### config.mk
export PLATFORM = sky130hd
export DESIGN_NAME = fsc_cmd
export DESIGN_NICKNAME = d
export VERILOG_FILES = /design/src/fsc_pkg.sv /design/src/fsc_step_if.sv /design/src/fsc_stepper.sv /design/src/fsc_cmd.sv
export SDC_FILE = /design/constraint.sdc
export NUM_CORES = 1
export LEC_CHECK = 0
export BUFFER_PORTS_ARGS = -buffer_cell sky130_fd_sc_hd__buf_2
export CORE_UTILIZATION = 50
export CTS_CLUSTER_SIZE = 25
export DETAILED_ROUTE_END_ITERATION = 7
export PLACE_DENSITY_LB_ADDON = 0.12
export SYNTH_ARGS = -nofsm -noshare
export SYNTH_HDL_FRONTEND = slang
export SYNTH_SLANG_ARGS = --single-unit
### constraint.sdc
create_clock -name clk -period 6.2 [get_ports clk]
set_input_delay 0.31 -clock clk [delete_from_list [all_inputs] [get_ports clk]]
set_output_delay 0.31 -clock clk [all_outputs]
set_load 0.02 [all_outputs]
### src/fsc_pkg.sv
package fsc_pkg;
  localparam int          CLK_PERIOD_NS = 50;
  localparam int          STEP_UNIT_US  = 1000;
  localparam int          STEP_UNIT_CYC = STEP_UNIT_US * 1000 / CLK_PERIOD_NS;
  localparam logic [7:0]  OP_SEEK       = 8'h0F;
  localparam logic [5:0]  OP_RSEEK_LOW  = 6'h0F;
  localparam logic [5:0]  OP_STRK_LOW   = 6'h21;
  localparam logic [7:0]  OP_SENSE_DRV  = 8'h04;
  localparam logic [7:0]  OP_SENSE_INT  = 8'h08;
  localparam logic [7:0]  OP_SPECIFY    = 8'h03;
  localparam logic [7:0]  OP_VERSION    = 8'h10;
  localparam logic [4:0]  OP_SCAN_EQ    = 5'h11;
  localparam logic [4:0]  OP_SCAN_HE    = 5'h1D;
  localparam logic [4:0]  OP_SCAN_LE    = 5'h19;
  localparam logic [4:0]  OP_VERIFY     = 5'h16;
  localparam logic [7:0]  ST0_SEEK_END  = 8'h20;
  localparam logic [7:0]  ST0_INVALID   = 8'h80;
  localparam logic [7:0]  ST2_SCAN_HIT  = 8'h08;
  localparam logic [7:0]  ST2_SCAN_MISS = 8'h04;
  localparam logic [11:0] PTR_RST       = 12'h000;
  localparam logic [3:0]  NIB_RST       = 4'h0;
  localparam logic [6:0]  MNT_RST       = 7'h00;
  localparam logic [2:0]  DISK_RES_LEN  = 3'h7;

  typedef enum logic [2:0] {
    S_IDLE = 3'b000, S_CMD = 3'b001, S_GO = 3'b010,
    S_SEEK = 3'b011, S_DISK = 3'b100, S_RES = 3'b101
  } fsc_state_t;

  typedef enum logic [3:0] {
    K_RSEEK = 4'b0000, K_SEEK = 4'b0001, K_SCAN = 4'b0010,
    K_SDRV  = 4'b0011, K_SINT = 4'b0100, K_STRK = 4'b0101,
    K_SPEC  = 4'b0110, K_VRFY = 4'b0111, K_VER  = 4'b1000,
    K_BAD   = 4'b1001
  } fsc_kind_t;

  function automatic fsc_kind_t fsc_decode(input logic [7:0] b);
    if (b[7] && b[5:0] == OP_RSEEK_LOW) return K_RSEEK;
    if (!b[7] && b[5:0] == OP_STRK_LOW) return K_STRK;
    if (b == OP_SEEK) return K_SEEK;
    if (b == OP_SENSE_DRV) return K_SDRV;
    if (b == OP_SENSE_INT) return K_SINT;
    if (b == OP_SPECIFY) return K_SPEC;
    if (b == OP_VERSION) return K_VER;
    if (b[4:0] == OP_VERIFY) return K_VRFY;
    if (b[4:0] == OP_SCAN_EQ || b[4:0] == OP_SCAN_HE
        || b[4:0] == OP_SCAN_LE) return K_SCAN;
    return K_BAD;
  endfunction

  function automatic logic [3:0] fsc_len(input fsc_kind_t k,
                                         input logic extended_track_range);
    case (k)
      K_RSEEK, K_STRK, K_SPEC: return 4'h3;
      K_SEEK:                  return extended_track_range ? 4'h4 : 4'h3;
      K_SCAN, K_VRFY:          return 4'h9;
      K_SDRV:                  return 4'h2;
      default:                 return 4'h1;
    endcase
  endfunction
endpackage

### src/fsc_step_if.sv
interface fsc_step_if;
  logic        start;
  logic        dirIn;
  logic [11:0] count;
  logic [3:0]  rate;
  logic        busy;
  logic        done;
  logic        stepPulse;
  modport ctrl (output start, dirIn, count, rate,
                input  busy, done, stepPulse);
  modport eng  (input  start, dirIn, count, rate,
                output busy, done, stepPulse);
endinterface

### src/fsc_stepper.sv
module fsc_stepper #(
  parameter int UNIT_CYC = fsc_pkg::STEP_UNIT_CYC
) (
  input wire logic   clk,   // Core clock
  input wire logic   rst_b, // Async reset, active low
  fsc_step_if.eng    st     // Step request and pulses
);
  import fsc_pkg::*;
  logic [11:0] remain, next_remain;
  logic [31:0] timer, next_timer;
  logic        busy, next_busy;
  logic        done, next_done;
  logic        pulse, next_pulse;
  logic [11:0] seen, want;

  function automatic logic [31:0] interval(input logic [3:0] r);
    return (32'd16 - {28'h0, r}) * UNIT_CYC[31:0] - 32'd1;
  endfunction

  always_comb begin
    next_remain = remain;
    next_timer  = timer;
    next_busy   = busy;
    next_done   = 1'b0;
    next_pulse  = 1'b0;
    if (st.start) begin
      next_remain = st.count;
      next_timer  = interval(st.rate);
      next_busy   = (st.count != 12'h000);
      next_done   = (st.count == 12'h000);
    end else if (busy) begin
      if (timer == 32'h0) begin
        next_pulse  = 1'b1;
        next_remain = remain - 12'h001;
        next_timer  = interval(st.rate);
        if (remain == 12'h001) begin
          next_busy = 1'b0;
          next_done = 1'b1;
        end
      end else begin
        next_timer = timer - 32'h1;
      end
    end
  end

  always_ff @(posedge clk or negedge rst_b) begin
    if (!rst_b) begin
      remain <= 12'h000;
      timer  <= 32'h0;
      busy   <= 1'b0;
      done   <= 1'b0;
      pulse  <= 1'b0;
    end else begin
      remain <= next_remain;
      timer  <= next_timer;
      busy   <= next_busy;
      done   <= next_done;
      pulse  <= next_pulse;
    end
  end

  assign st.busy      = busy;
  assign st.done      = done;
  assign st.stepPulse = pulse;

  always_ff @(posedge clk or negedge rst_b) begin
    if (!rst_b) begin
      seen <= 12'h000;
      want <= 12'h000;
    end else if (st.start) begin
      seen <= 12'h000;
      want <= st.count;
    end else if (pulse) begin
      seen <= seen + 12'h001;
    end
  end
endmodule

### src/fsc_cmd.sv
module fsc_cmd #(
  parameter int         UNIT_CYC   = fsc_pkg::STEP_UNIT_CYC,
  parameter logic [7:0] VERSION_ID = 8'h90
) (
  input  wire logic        clk,                // Core clock
  input  wire logic        rst_b,              // Async reset, active low
  input  wire logic        cmdValid,           // Command byte offered
  input  wire logic [7:0]  cmdData,            // Command byte
  output logic             cmdReady,           // Command byte taken
  output logic             resValid,           // Result byte offered
  output logic [7:0]       resData,            // Result byte
  input  wire logic        resReady,           // Result byte taken
  input  wire logic        extendedTrackRange, // Extended track mode
  input  wire logic [7:0]  driveStatus,        // Drive status byte
  input  wire logic        diskValid,          // Disk byte offered
  input  wire logic [7:0]  diskData,           // Disk byte
  output logic             diskReady,          // Disk byte taken
  input  wire logic        diskSectorEnd,      // Sector finished pulse
  input  wire logic        diskTrackEnd,       // Track finished pulse
  input  wire logic        scanValid,          // Host compare byte valid
  input  wire logic [7:0]  scanData,           // Host compare byte
  output logic             scanReady,          // Host compare byte taken
  output logic             execActive,         // Disk execution running
  output logic             encodingSelect,     // Recording method
  output logic             multiTrackEnable,   // Multi-track active
  output logic             skipDeletedEnable,  // Skip deleted sectors
  output logic             headSelect,         // Current head
  output logic [1:0]       execDrive,          // Selected drive
  output logic [7:0]       execSector,         // Current sector
  output logic [7:0]       execSectorSize,     // Bytes per sector code
  output logic [7:0]       execLength,         // Length or count byte
  output logic             countEnableBit,     // Length is sector count
  output logic             stepOut,            // Head step pulse
  output logic             stepDir,            // Step in when high
  output logic             irq,                // Interrupt request
  output logic [3:0]       stepRateTime,       // Stored step rate
  output logic [3:0]       motorOffTime,       // Stored motor off time
  output logic [6:0]       motorOnTime,        // Stored motor on time
  output logic             nonDmaSelect        // Stored transfer select
);
  import fsc_pkg::*;
  fsc_state_t  state, next_state;
  fsc_kind_t   kind, next_kind;
  logic [7:0]  cmdBuf [9];
  logic [7:0]  next_cmdBuf [9];
  logic [7:0]  res [7];
  logic [7:0]  next_res [7];
  logic [11:0] ptr [4];
  logic [11:0] next_ptr [4];
  logic [3:0]  nbytes, next_nbytes;
  logic [2:0]  resLeft, next_resLeft;
  logic [11:0] seekTarget, next_seekTarget;
  logic        intPend, next_intPend;
  logic [7:0]  intSt0, next_intSt0;
  logic [1:0]  intDrive, next_intDrive;
  logic        head, next_head;
  logic [7:0]  sector, next_sector;
  logic [7:0]  secDone, next_secDone;
  logic        miss, next_miss;
  logic        stStart, next_stStart;
  logic [3:0]  srt, next_srt, mft, next_mft;
  logic [6:0]  mnt, next_mnt;
  logic        nd, next_nd;
  logic [1:0]  drv;
  logic        beat, cmpOk, finish;
  fsc_kind_t   k0;
  fsc_step_if  step ();

  fsc_stepper #(.UNIT_CYC(UNIT_CYC)) u_step (
    .clk   (clk),
    .rst_b (rst_b),
    .st    (step)
  );

  function automatic logic scan_ok(input logic [4:0] op,
                                   input logic [7:0] d, h);
    case (op)
      OP_SCAN_HE: return d >= h;
      OP_SCAN_LE: return d <= h;
      default:    return d == h;
    endcase
  endfunction

  assign drv       = cmdBuf[1][1:0];
  assign k0        = (nbytes == 4'h0) ? fsc_decode(cmdData) : kind;
  assign cmdReady  = (state == S_IDLE) || (state == S_CMD);
  assign resValid  = (state == S_RES);
  assign resData   = res[0];
  assign scanReady = (state == S_DISK) && (kind == K_SCAN) && diskValid;
  assign diskReady = (state == S_DISK) && ((kind != K_SCAN) || scanValid);
  assign beat      = diskValid && diskReady;
  assign cmpOk     = scan_ok(cmdBuf[0][4:0], diskData, scanData);
  assign execActive        = (state == S_DISK);
  assign encodingSelect    = cmdBuf[0][6];
  assign multiTrackEnable  = cmdBuf[0][7];
  assign skipDeletedEnable = cmdBuf[0][5];
  assign headSelect        = head;
  assign execDrive         = drv;
  assign execSector        = sector;
  assign execSectorSize    = cmdBuf[5];
  assign execLength        = cmdBuf[8];
  assign countEnableBit    = (kind == K_VRFY) && cmdBuf[1][7];
  assign step.start = stStart;
  assign step.count = (kind == K_RSEEK) ? {4'h0, cmdBuf[2]}
                    : (seekTarget > ptr[drv]) ? seekTarget - ptr[drv]
                    : ptr[drv] - seekTarget;
  assign step.dirIn = (kind == K_RSEEK) ? cmdBuf[0][6]
                                        : (seekTarget > ptr[drv]);
  assign step.rate  = srt;
  assign stepOut    = step.stepPulse;
  assign stepDir    = step.dirIn;
  assign irq        = intPend;
  assign stepRateTime = srt;
  assign motorOffTime = mft;
  assign motorOnTime  = mnt;
  assign nonDmaSelect = nd;

  always_comb begin
    next_state = state;
    next_kind = kind;
    next_cmdBuf = cmdBuf;
    next_res = res;
    next_ptr = ptr;
    next_nbytes = nbytes;
    next_resLeft = resLeft;
    next_seekTarget = seekTarget;
    next_intPend = intPend;
    next_intSt0 = intSt0;
    next_intDrive = intDrive;
    next_head = head;
    next_sector = sector;
    next_secDone = secDone;
    next_miss = miss;
    next_stStart = 1'b0;
    next_srt = srt;
    next_mft = mft;
    next_mnt = mnt;
    next_nd = nd;
    finish = 1'b0;
    case (state)
      S_IDLE, S_CMD: begin
        if (cmdValid) begin
          next_cmdBuf[nbytes] = cmdData;
          next_kind = k0;
          next_state = S_CMD;
          next_nbytes = nbytes + 4'h1;
          if (nbytes + 4'h1 == fsc_len(k0, extendedTrackRange)) begin
            next_state = S_GO;
            next_nbytes = 4'h0;
          end
        end
      end
      S_GO: begin
        next_state = S_RES;
        next_resLeft = 3'h1;
        case (kind)
          K_SEEK: begin
            next_seekTarget = extendedTrackRange
                ? {cmdBuf[3][7:4], cmdBuf[2]} : {4'h0, cmdBuf[2]};
            next_stStart = 1'b1;
            next_state = S_SEEK;
          end
          K_RSEEK: begin
            next_seekTarget = cmdBuf[0][6]
                ? ptr[drv] + {4'h0, cmdBuf[2]}
                : ptr[drv] - {4'h0, cmdBuf[2]};
            next_stStart = 1'b1;
            next_state = S_SEEK;
          end
          K_SCAN, K_VRFY: begin
            next_head = cmdBuf[1][2];
            next_sector = cmdBuf[4];
            next_secDone = 8'h00;
            next_miss = 1'b0;
            next_state = S_DISK;
          end
          K_SDRV: next_res[0] = driveStatus;
          K_SINT: begin
            next_res[0] = intPend ? intSt0 : ST0_INVALID;
            next_res[1] = ptr[intDrive][7:0];
            next_res[2] = {ptr[intDrive][11:8], 4'h0};
            if (intPend) begin
              next_resLeft = extendedTrackRange ? 3'h3 : 3'h2;
            end
            next_intPend = 1'b0;
          end
          K_STRK: begin
            if (cmdBuf[0][6] && cmdBuf[1][2]) begin
              next_ptr[drv][11:8] = cmdBuf[2][3:0];
            end else if (cmdBuf[0][6]) begin
              next_ptr[drv][7:0] = cmdBuf[2];
            end
            next_res[0] = cmdBuf[1][2] ? {4'h0, next_ptr[drv][11:8]}
                                       : next_ptr[drv][7:0];
          end
          K_SPEC: begin
            next_srt = cmdBuf[1][7:4];
            next_mft = cmdBuf[1][3:0];
            next_mnt = cmdBuf[2][7:1];
            next_nd = cmdBuf[2][0];
            next_state = S_IDLE;
          end
          K_VER: next_res[0] = VERSION_ID;
          default: next_res[0] = ST0_INVALID;
        endcase
      end
      S_SEEK: begin
        if (step.done) begin
          next_ptr[drv] = seekTarget;
          next_intPend = 1'b1;
          next_intSt0 = ST0_SEEK_END | {5'h00, cmdBuf[1][2:0]};
          next_intDrive = drv;
          next_state = S_IDLE;
        end
      end
      S_DISK: begin
        if (beat && kind == K_SCAN && !cmpOk) begin
          next_miss = 1'b1;
        end
        if (diskSectorEnd) begin
          next_sector = sector + ((kind == K_SCAN) ? cmdBuf[8] : 8'h01);
          next_secDone = secDone + 8'h01;
          if (countEnableBit && secDone + 8'h01 == cmdBuf[8]) begin
            finish = 1'b1;
          end
        end
        if (diskTrackEnd && !finish) begin
          if (multiTrackEnable && !head) begin
            next_head = 1'b1;
            next_sector = 8'h01;
          end else begin
            finish = 1'b1;
          end
        end
        if (finish) begin
          next_res[0] = {5'h00, next_head, drv};
          next_res[1] = 8'h00;
          next_res[2] = (kind != K_SCAN) ? 8'h00
                      : next_miss ? ST2_SCAN_MISS : ST2_SCAN_HIT;
          next_res[3] = cmdBuf[2];
          next_res[4] = {7'h00, next_head};
          next_res[5] = next_sector;
          next_res[6] = cmdBuf[5];
          next_resLeft = DISK_RES_LEN;
          next_state = S_RES;
        end
      end
      S_RES: begin
        if (resReady) begin
          for (int i = 0; i < 6; i++) begin
            next_res[i] = res[i + 1];
          end
          next_resLeft = resLeft - 3'h1;
          if (resLeft == 3'h1) begin
            next_state = S_IDLE;
          end
        end
      end
      default: next_state = S_IDLE;
    endcase
  end

  always_ff @(posedge clk or negedge rst_b) begin
    if (!rst_b) begin
      state <= S_IDLE;
      kind <= K_BAD;
      cmdBuf <= '{default: 8'h00};
      res <= '{default: 8'h00};
      ptr <= '{default: PTR_RST};
      nbytes <= 4'h0;
      resLeft <= 3'h0;
      seekTarget <= PTR_RST;
      intPend <= 1'b0;
      intSt0 <= 8'h00;
      intDrive <= 2'h0;
      head <= 1'b0;
      sector <= 8'h00;
      secDone <= 8'h00;
      miss <= 1'b0;
      stStart <= 1'b0;
      srt <= NIB_RST;
      mft <= NIB_RST;
      mnt <= MNT_RST;
      nd <= 1'b0;
    end else begin
      state <= next_state;
      kind <= next_kind;
      cmdBuf <= next_cmdBuf;
      res <= next_res;
      ptr <= next_ptr;
      nbytes <= next_nbytes;
      resLeft <= next_resLeft;
      seekTarget <= next_seekTarget;
      intPend <= next_intPend;
      intSt0 <= next_intSt0;
      intDrive <= next_intDrive;
      head <= next_head;
      sector <= next_sector;
      secDone <= next_secDone;
      miss <= next_miss;
      stStart <= next_stStart;
      srt <= next_srt;
      mft <= next_mft;
      mnt <= next_mnt;
      nd <= next_nd;
    end
  end
endmodule

==> reports/results.txt, run 1 <==
Congestion Overflow GR - 0
CP Capture Type - register
Status - finished, final reports clean
Initial Util - 0.508
Nets@finish - 2,072
Clk sinks - 269
Worst Setup Start Kind - register
GRT Util Overall - 0.283
CTS H-Tree Depth - 1
Post-cts resize count - 0
R2R cell count - 18
Clock Path Buffers - 3
Slew headroom - 0.239
Hold Fails Final Rpt - 0
First-pass GRT wire length - 80.0 mm
Root buffer cell - clkbuf_16
Core area - 34,500 sq um
Yosys warnings - 0
Minimum clock period - 5190 ps
Worst flop-to-flop path startpoint - stepRateTime[0]
Rows - 68
FF+latch count, synth - 269
Final HPWL DP - 35.5 mm
Largest net degree at the start of global routing - 108
Fin Setup TNS - 0 ps
DRC - 0
Mapped Cells - 1,900
WL final - 50.5 mm
Initial antenna violation count - 2
VDD IR max - 0.326 mV
Post-Syn Nets - 2,041
Filler instances - 3,202
Number of synthesized flops with an enable pin - 0
P_leak - 8.70 nW
WS Path Type - reg2reg
Max Slew Vio Count - 0
Routed length per instance - 20.9 um
Reg-to-reg slack, setup - 1010 ps
Mapped cell area - 17,500 sq um
Multi-input logic area - 9930 sq um
Port Buffers - 103
Die Ht - 189 um
Hold Path Depth - 4
ANT nets after route - 0
Power Density - 442 nW/um^2
Seq. cell area - 6730 sq um
Final worst-path cycle share - 0.837
F_max - 193 MHz
Syn_area_per_cell - 9.23 sq um
Ys flop type - dfrtp_1
Die ar. - 35,800 sq um
Drt first pass iters - 6
Crit-path max FO - 12
TritonCTS clock tree - yes
Sequential share of the synthesized area - 0.384
Yosys cell types - 97
Area added between synthesis and finish - 9.77%
HP Class - in2reg
Hold Path End - state[2]
Power Total - 8.51 mW
Vias per inst - 6.13
Max cap viols - 0
Critical Path Start - stepRateTime[0]
Worst Tran Pin Value - 1140 ps
Die width - 189 um
RSZ-0062 raised after global routing - no
Layout cells sized above 1 - 0.160
Vias in the first global route - 14,200
DR iter-0 viols - 1,264
Min-delay src - resReady
Req. time, crit path - 6690 ps
Reg-to-reg endpoint - u_step.timer[24]
Final GP Congestion - 0.913
CP Data Arrival Time - 5690 ps
Top-Level Pins - 104
Clock latency on the worst-skew pair - 600 ps
Clk slew on worst S/H paths - 60 ps
Post-synth ARST share - 1.00
CTS Buf Count - 30
Clk_skew - 42.4 ps
Final setup viols - 0
Vias - 14,800
final cells by class:
class | count | share of cell area
antenna | 1 | 0.000130
clock buffer | 50 | 0.0470
clock inverter | 5 | 0.00539
inverter | 82 | 0.0160
multi-input combinational | 1423 | 0.516
sequential | 269 | 0.350
tap | 455 | 0.0296
timing repair buffer | 125 | 0.0366
Yosys cell counts, types with 46 or more instances:
cell type  number  share of area
nor2_1        124          0.027
ha_1           93          0.066
a22oi_1        57          0.024
dfrtp_1       267           0.38
clkbuf_1       85          0.018
a21oi_1       110          0.031
nor3_1         50          0.014
xnor2_1        46          0.023
nand2_1       221          0.047
o21ai_0       188          0.054
inv_1          79          0.017
mux2_2         79          0.051
metal layers:
metal	track usage	up-vias	wire, um
met2	0.463	491	23600
met4	0.0754	2	1230
met5	0	-	10
li1	-	6908	-
met3	0.0480	80	3470
met1	0.389	7288	22200
worst max path at each step:
stage                        to  slack, ps
6_report       u_step.timer[24]       1010
5_1_grt        u_step.timer[24]        410
4_1_cts        u_step.timer[24]        940
3_5_place_dp   u_step.timer[26]        990
3_3_place_gp   u_step.timer[26]       1110
2_1_floorplan  u_step.timer[31]       1200
placed cells by master, fill, tap and decap left out, types with 9 or more instances in the layout:
| cell type | instances |
|---|---|
| dfrtp_1 | 267 |
| and2_1 | 9 |
| mux2i_1 | 27 |
| and3_1 | 28 |
| nor2b_1 | 21 |
| nand2b_1 | 21 |
| o21ai_0 | 188 |
| clkbuf_16 | 30 |
| a21o_1 | 19 |
| a21oi_1 | 110 |
| mux4_2 | 24 |
| a22o_1 | 13 |
| nand4_1 | 10 |
| buf_4 | 20 |
| a31oi_1 | 16 |
| nor3_1 | 50 |
| nand3_1 | 29 |
| o31ai_1 | 10 |
| xor2_1 | 30 |
| nand2_1 | 221 |
| nor2_1 | 122 |
| ha_1 | 93 |
| xnor2_1 | 46 |
| clkbuf_1 | 12 |
| o22ai_1 | 21 |
| a22oi_1 | 57 |
| nor4_1 | 10 |
| o21ai_1 | 9 |
| mux2_2 | 79 |
| buf_2 | 102 |
| o21a_1 | 10 |
| inv_1 | 79 |
sequential cells by signal, indices dropped and copies added, names as in the netlist, 2 cells and up:
register        flops
resData             8
u_step.timer       32
ptr                48
cmdBuf             31
state               3
secDone             8
u_step.remain      12
execSectorSize      8
seekTarget         12
execLength          8
stepRateTime        4
nbytes              4
execDrive           2
execSector          8
intSt0              3
motorOnTime         7
resLeft             3
kind                4
res                48
motorOffTime        4
where the power goes:
| group | internal [mW] | total [mW] | switching, mW | leakage [nW] |
|---|---|---|---|---|
| Combinational | 1.49 | 3.74 | 2.24 | 4.69 |
| Clock | 1.08 | 1.83 | 0.750 | 0.489 |
| Sequential | 2.25 | 2.94 | 0.691 | 3.52 |
| Total | 4.82 | 8.51 | 3.69 | 8.70 |
through the flow:
| step | util | instances | cell area, sq um | hold WS (ps) | worst slack [ps] |
|---|---|---|---|---|---|
| after floorplan | - | 1900 | 17500 | 14.4 | 1200 |
| after global placement | 0.528 | 2353 | 18200 | 374 | 1110 |
| after detailed placement | 0.528 | 2353 | 18200 | 381 | 988 |
| after CTS | 0.557 | 2409 | 19300 | 106 | 936 |
| after global routing | 0.557 | 2409 | 19300 | 159 | 407 |
| final | 0.557 | 2410 | 19300 | 134 | 1010 |
worst max-delay path, stage by stage (launching register included):
cell and delay (ps):
dfrtp_1 580, nor3_1 130, xnor2_1 600, ha_1 370, xor2_1 180, ha_1 310
ha_1 300, ha_1 290, ha_1 340, and4b_1 190, o21ai_0 190, a21boi_0 170
o21ai_0 170, nand2b_1 100, and2_1 170, o31ai_1 430, a31o_2 300, o41ai_1 90
a21oi_1 170
cells by family (layout without fill, tap and decap cells):
| group | count (synthesis) | in the layout | share of synthesized area |
|---|---|---|---|
| AO/OA/AOI/OAI | 540 | 540 | 0.194 |
| XOR/XNOR | 76 | 76 | 0.0379 |
| adder cells (fa/ha/maj) | 100 | 100 | 0.0743 |
| buffers and inverters | 208 | 262 | 0.0519 |
| flip-flops | 269 | 269 | 0.384 |
| multiplexers | 130 | 130 | 0.0969 |
| other | 0 | 1 | 0 |
| AND/OR/NAND/NOR | 577 | 577 | 0.161 |
repair_timing:
action / 4_1_cts / 5_1_grt
hold endpoints to repair: 87 / 0
hold buffers: 1 / 0
setup buffers: 0 / 0
(Power assumes the default switching activity.)
==> run 2, diff against run 1 <==
Clock period 6.2 ns to 4.44 ns, I/O delays scaled along.
==> reports/results.txt, run 2 (synthesis results as in run 1) <==
Worst Tran Pin Value - 1140 ps (+1.47 ps)
VDD IR max - 0.385 mV (+18%)
Max cap viols - 0 (unchanged)
Rows - 68 (unchanged)
WS Path Type - reg2reg
Final HPWL DP - 36.5 mm (+2.9%)
Clock latency on the worst-skew pair - 550 ps (-50 ps)
Top-Level Pins - 104 (unchanged)
CTS Buf Count - 34 (+13%)
Die Ht - 189 um (unchanged)
Vias - 14,800 (+0.33%)
Final setup margin - 132 ps (-876 ps)
Die width - 189 um (unchanged)
HP Class - in2reg
Congestion Overflow GR - 0 (unchanged)
Hold Slack - 96.7 ps (-37.1 ps)
Core area - 34,500 sq um (unchanged)
Worst Setup Start Kind - register
Power Total - 12.4 mW (+46%)
Clk sinks - 269 (unchanged)
Max Slew Vio Count - 0 (unchanged)
CP Data Arrival Time - 4780 ps (-910 ps)
Drt first pass iters - 5 (-1)
Top flop regs - ptr x48, res x48, u_step.timer x32
Seq. cell area - 6740 sq um (about the same)
Area added between synthesis and finish - 14.1%
Inst Count DP - 2,394 (+1.7%)
DRC - 0 (unchanged)
Hold Fails Final Rpt - 0 (unchanged)
First-pass GRT wire length - 81.0 mm (+1.3%)
Most common cell after layout, fill and taps aside - dfrtp_1
Initial antenna violation count - 3 (+1)
Layout cells sized above 1 - 0.201 (+0.0410)
Clk_skew - 26.3 ps (-16.1 ps)
CP Capture Type - register
Slew headroom - 0.234 (-0.00455)
F_max - 232 MHz (+21%)
Largest net degree at the start of global routing - 110 (+1.9%)
DR iter-0 viols - 1,324 (+4.7%)
Root buffer cell - clkbuf_16
Status - finished, final reports clean
P_leak - 9.10 nW (+4.5%)
Pre-CTS setup slack - -171 ps (-1160 ps)
GRT Util Overall - 0.288 (+0.00498)
Port Buffers - 103 (unchanged)
Nets@finish - 2,129 (+2.8%)
WL final - 50.8 mm (+0.63%)
Die ar. - 35,800 sq um (unchanged)
Power Density - 621 nW/um^2 (+41%)
Filler instances - 3,134 (-2.1%)
Clock Path Buffers - 3 (unchanged)
CTS H-Tree Depth - 2 (+1)
Req. time, crit path - 4910 ps (-1780 ps)
Final GP Congestion - 0.917 (+0.38%)
Clk slew on worst S/H paths - 60 ps (about the same)
Minimum clock period - 4310 ps (-884 ps)
ANT nets after route - 0 (unchanged)
Commonest cells after routing, fill and taps aside - 264 x dfrtp_1, 221 x nand2_1, 185 x o21ai_0, 121 x nor2_1, 109 x a21oi_1
Vias per inst - 6.00 (-2.0%)
Routed length per instance - 20.6 um (-1.7%)
Final Util - 0.579 (+0.0220)
Final non-filler cell total - 2,468 (+2.4%)
# diodes - 0 (-1)
Final worst-path cycle share - 0.970 (+0.133)
Crit-path max FO - 5 (-7)
Multi-input logic area - 10,100 sq um (+1.7%)
RSZ-0062 raised after global routing - yes
TritonCTS clock tree - yes
Vias in the first global route - 14,700 (+3.6%)
Initial Util - 0.508 (unchanged)
Final setup viols - 0 (unchanged)
-- run 2: changes by cell type in the layout (fill, tap and decap cells not counted), sizes merged --
| cell | previous run | this run |
|---|---|---|
| buf | 124 | 177 |
| bufinv | 2 | 3 |
| clkinv | 4 | 5 |
| clkinvlp | 0 | 2 |
| diode | 1 | 0 |
| inv | 81 | 83 |
-- run 2: repair_timing --
action,in CTS,in global routing
setup endpoints to repair,11,17
pin swaps,4,9
buffers inserted,6,6
gates resized for setup,11,17
hold buffers,1,0
hold endpoints to repair,105,0
-- run 2: layout make-up --
class | instances | share of cell area
multi-input cells | 1423 | 0.505
flip-flops and latches | 269 | 0.337
repair buffers | 178 | 0.0558
clock buffers | 50 | 0.0500
well taps | 455 | 0.0284
inverters | 82 | 0.0154
clock inverters | 11 | 0.00913
-- run 2: stage by stage --
step	instance area [sq um]	setup TNS, ps
6_report	20000	0
5_1_grt	20000	-623
3_5_place_dp	18600	-1160
2_1_floorplan	17600	-12.2
3_3_place_gp	18600	0
4_1_cts	19900	0
-- run 2: report_power, final --
group          internal, mW  switching (mW)
sequential             3.15           0.890
combinational          2.25            3.26
clock                  1.76            1.12
total                  7.16            5.27
-- run 2: path summary, 6_finish.rpt --
kind                                 startpoint               end  slack [ps]  cells after the start
worst min register to register          res[34]           res[34]         470                      2
worst max-delay path            stepRateTime[0]  u_step.timer[31]         130                     13
worst min-delay path                   resReady          state[2]         100                      4
worst max register to register  stepRateTime[0]  u_step.timer[31]         130                     13
min in group asynchronous                 rst_b  u_step.timer[30]         250                      2
max in group asynchronous                 rst_b           kind[0]        3060                      3
-- run 2: worst max-delay path, stage by stage, from the launching register on --
cell and delay [ps]:
dfrtp_2 430, nor3_4 280, xnor2_4 180, buf_4 150, fa_1 410, ha_1 280
ha_1 290, ha_2 310, or4b_2 710, nor3_1 340, nor2b_1 260, and2_4 200
and4_4 260, a311o_1 120
-- run 2: metal layers --
layer | wire length, um | share of wire | global-route usage | vias up
li1 | - | - | - | 7025
met2 | 24000 | 0.47 | 0.469 | 461
met5 | 74 | 0.0015 | 0 | -
met1 | 22100 | 0.43 | 0.391 | 7228
met3 | 3100 | 0.061 | 0.0462 | 99
met4 | 1590 | 0.031 | 0.0974 | 4
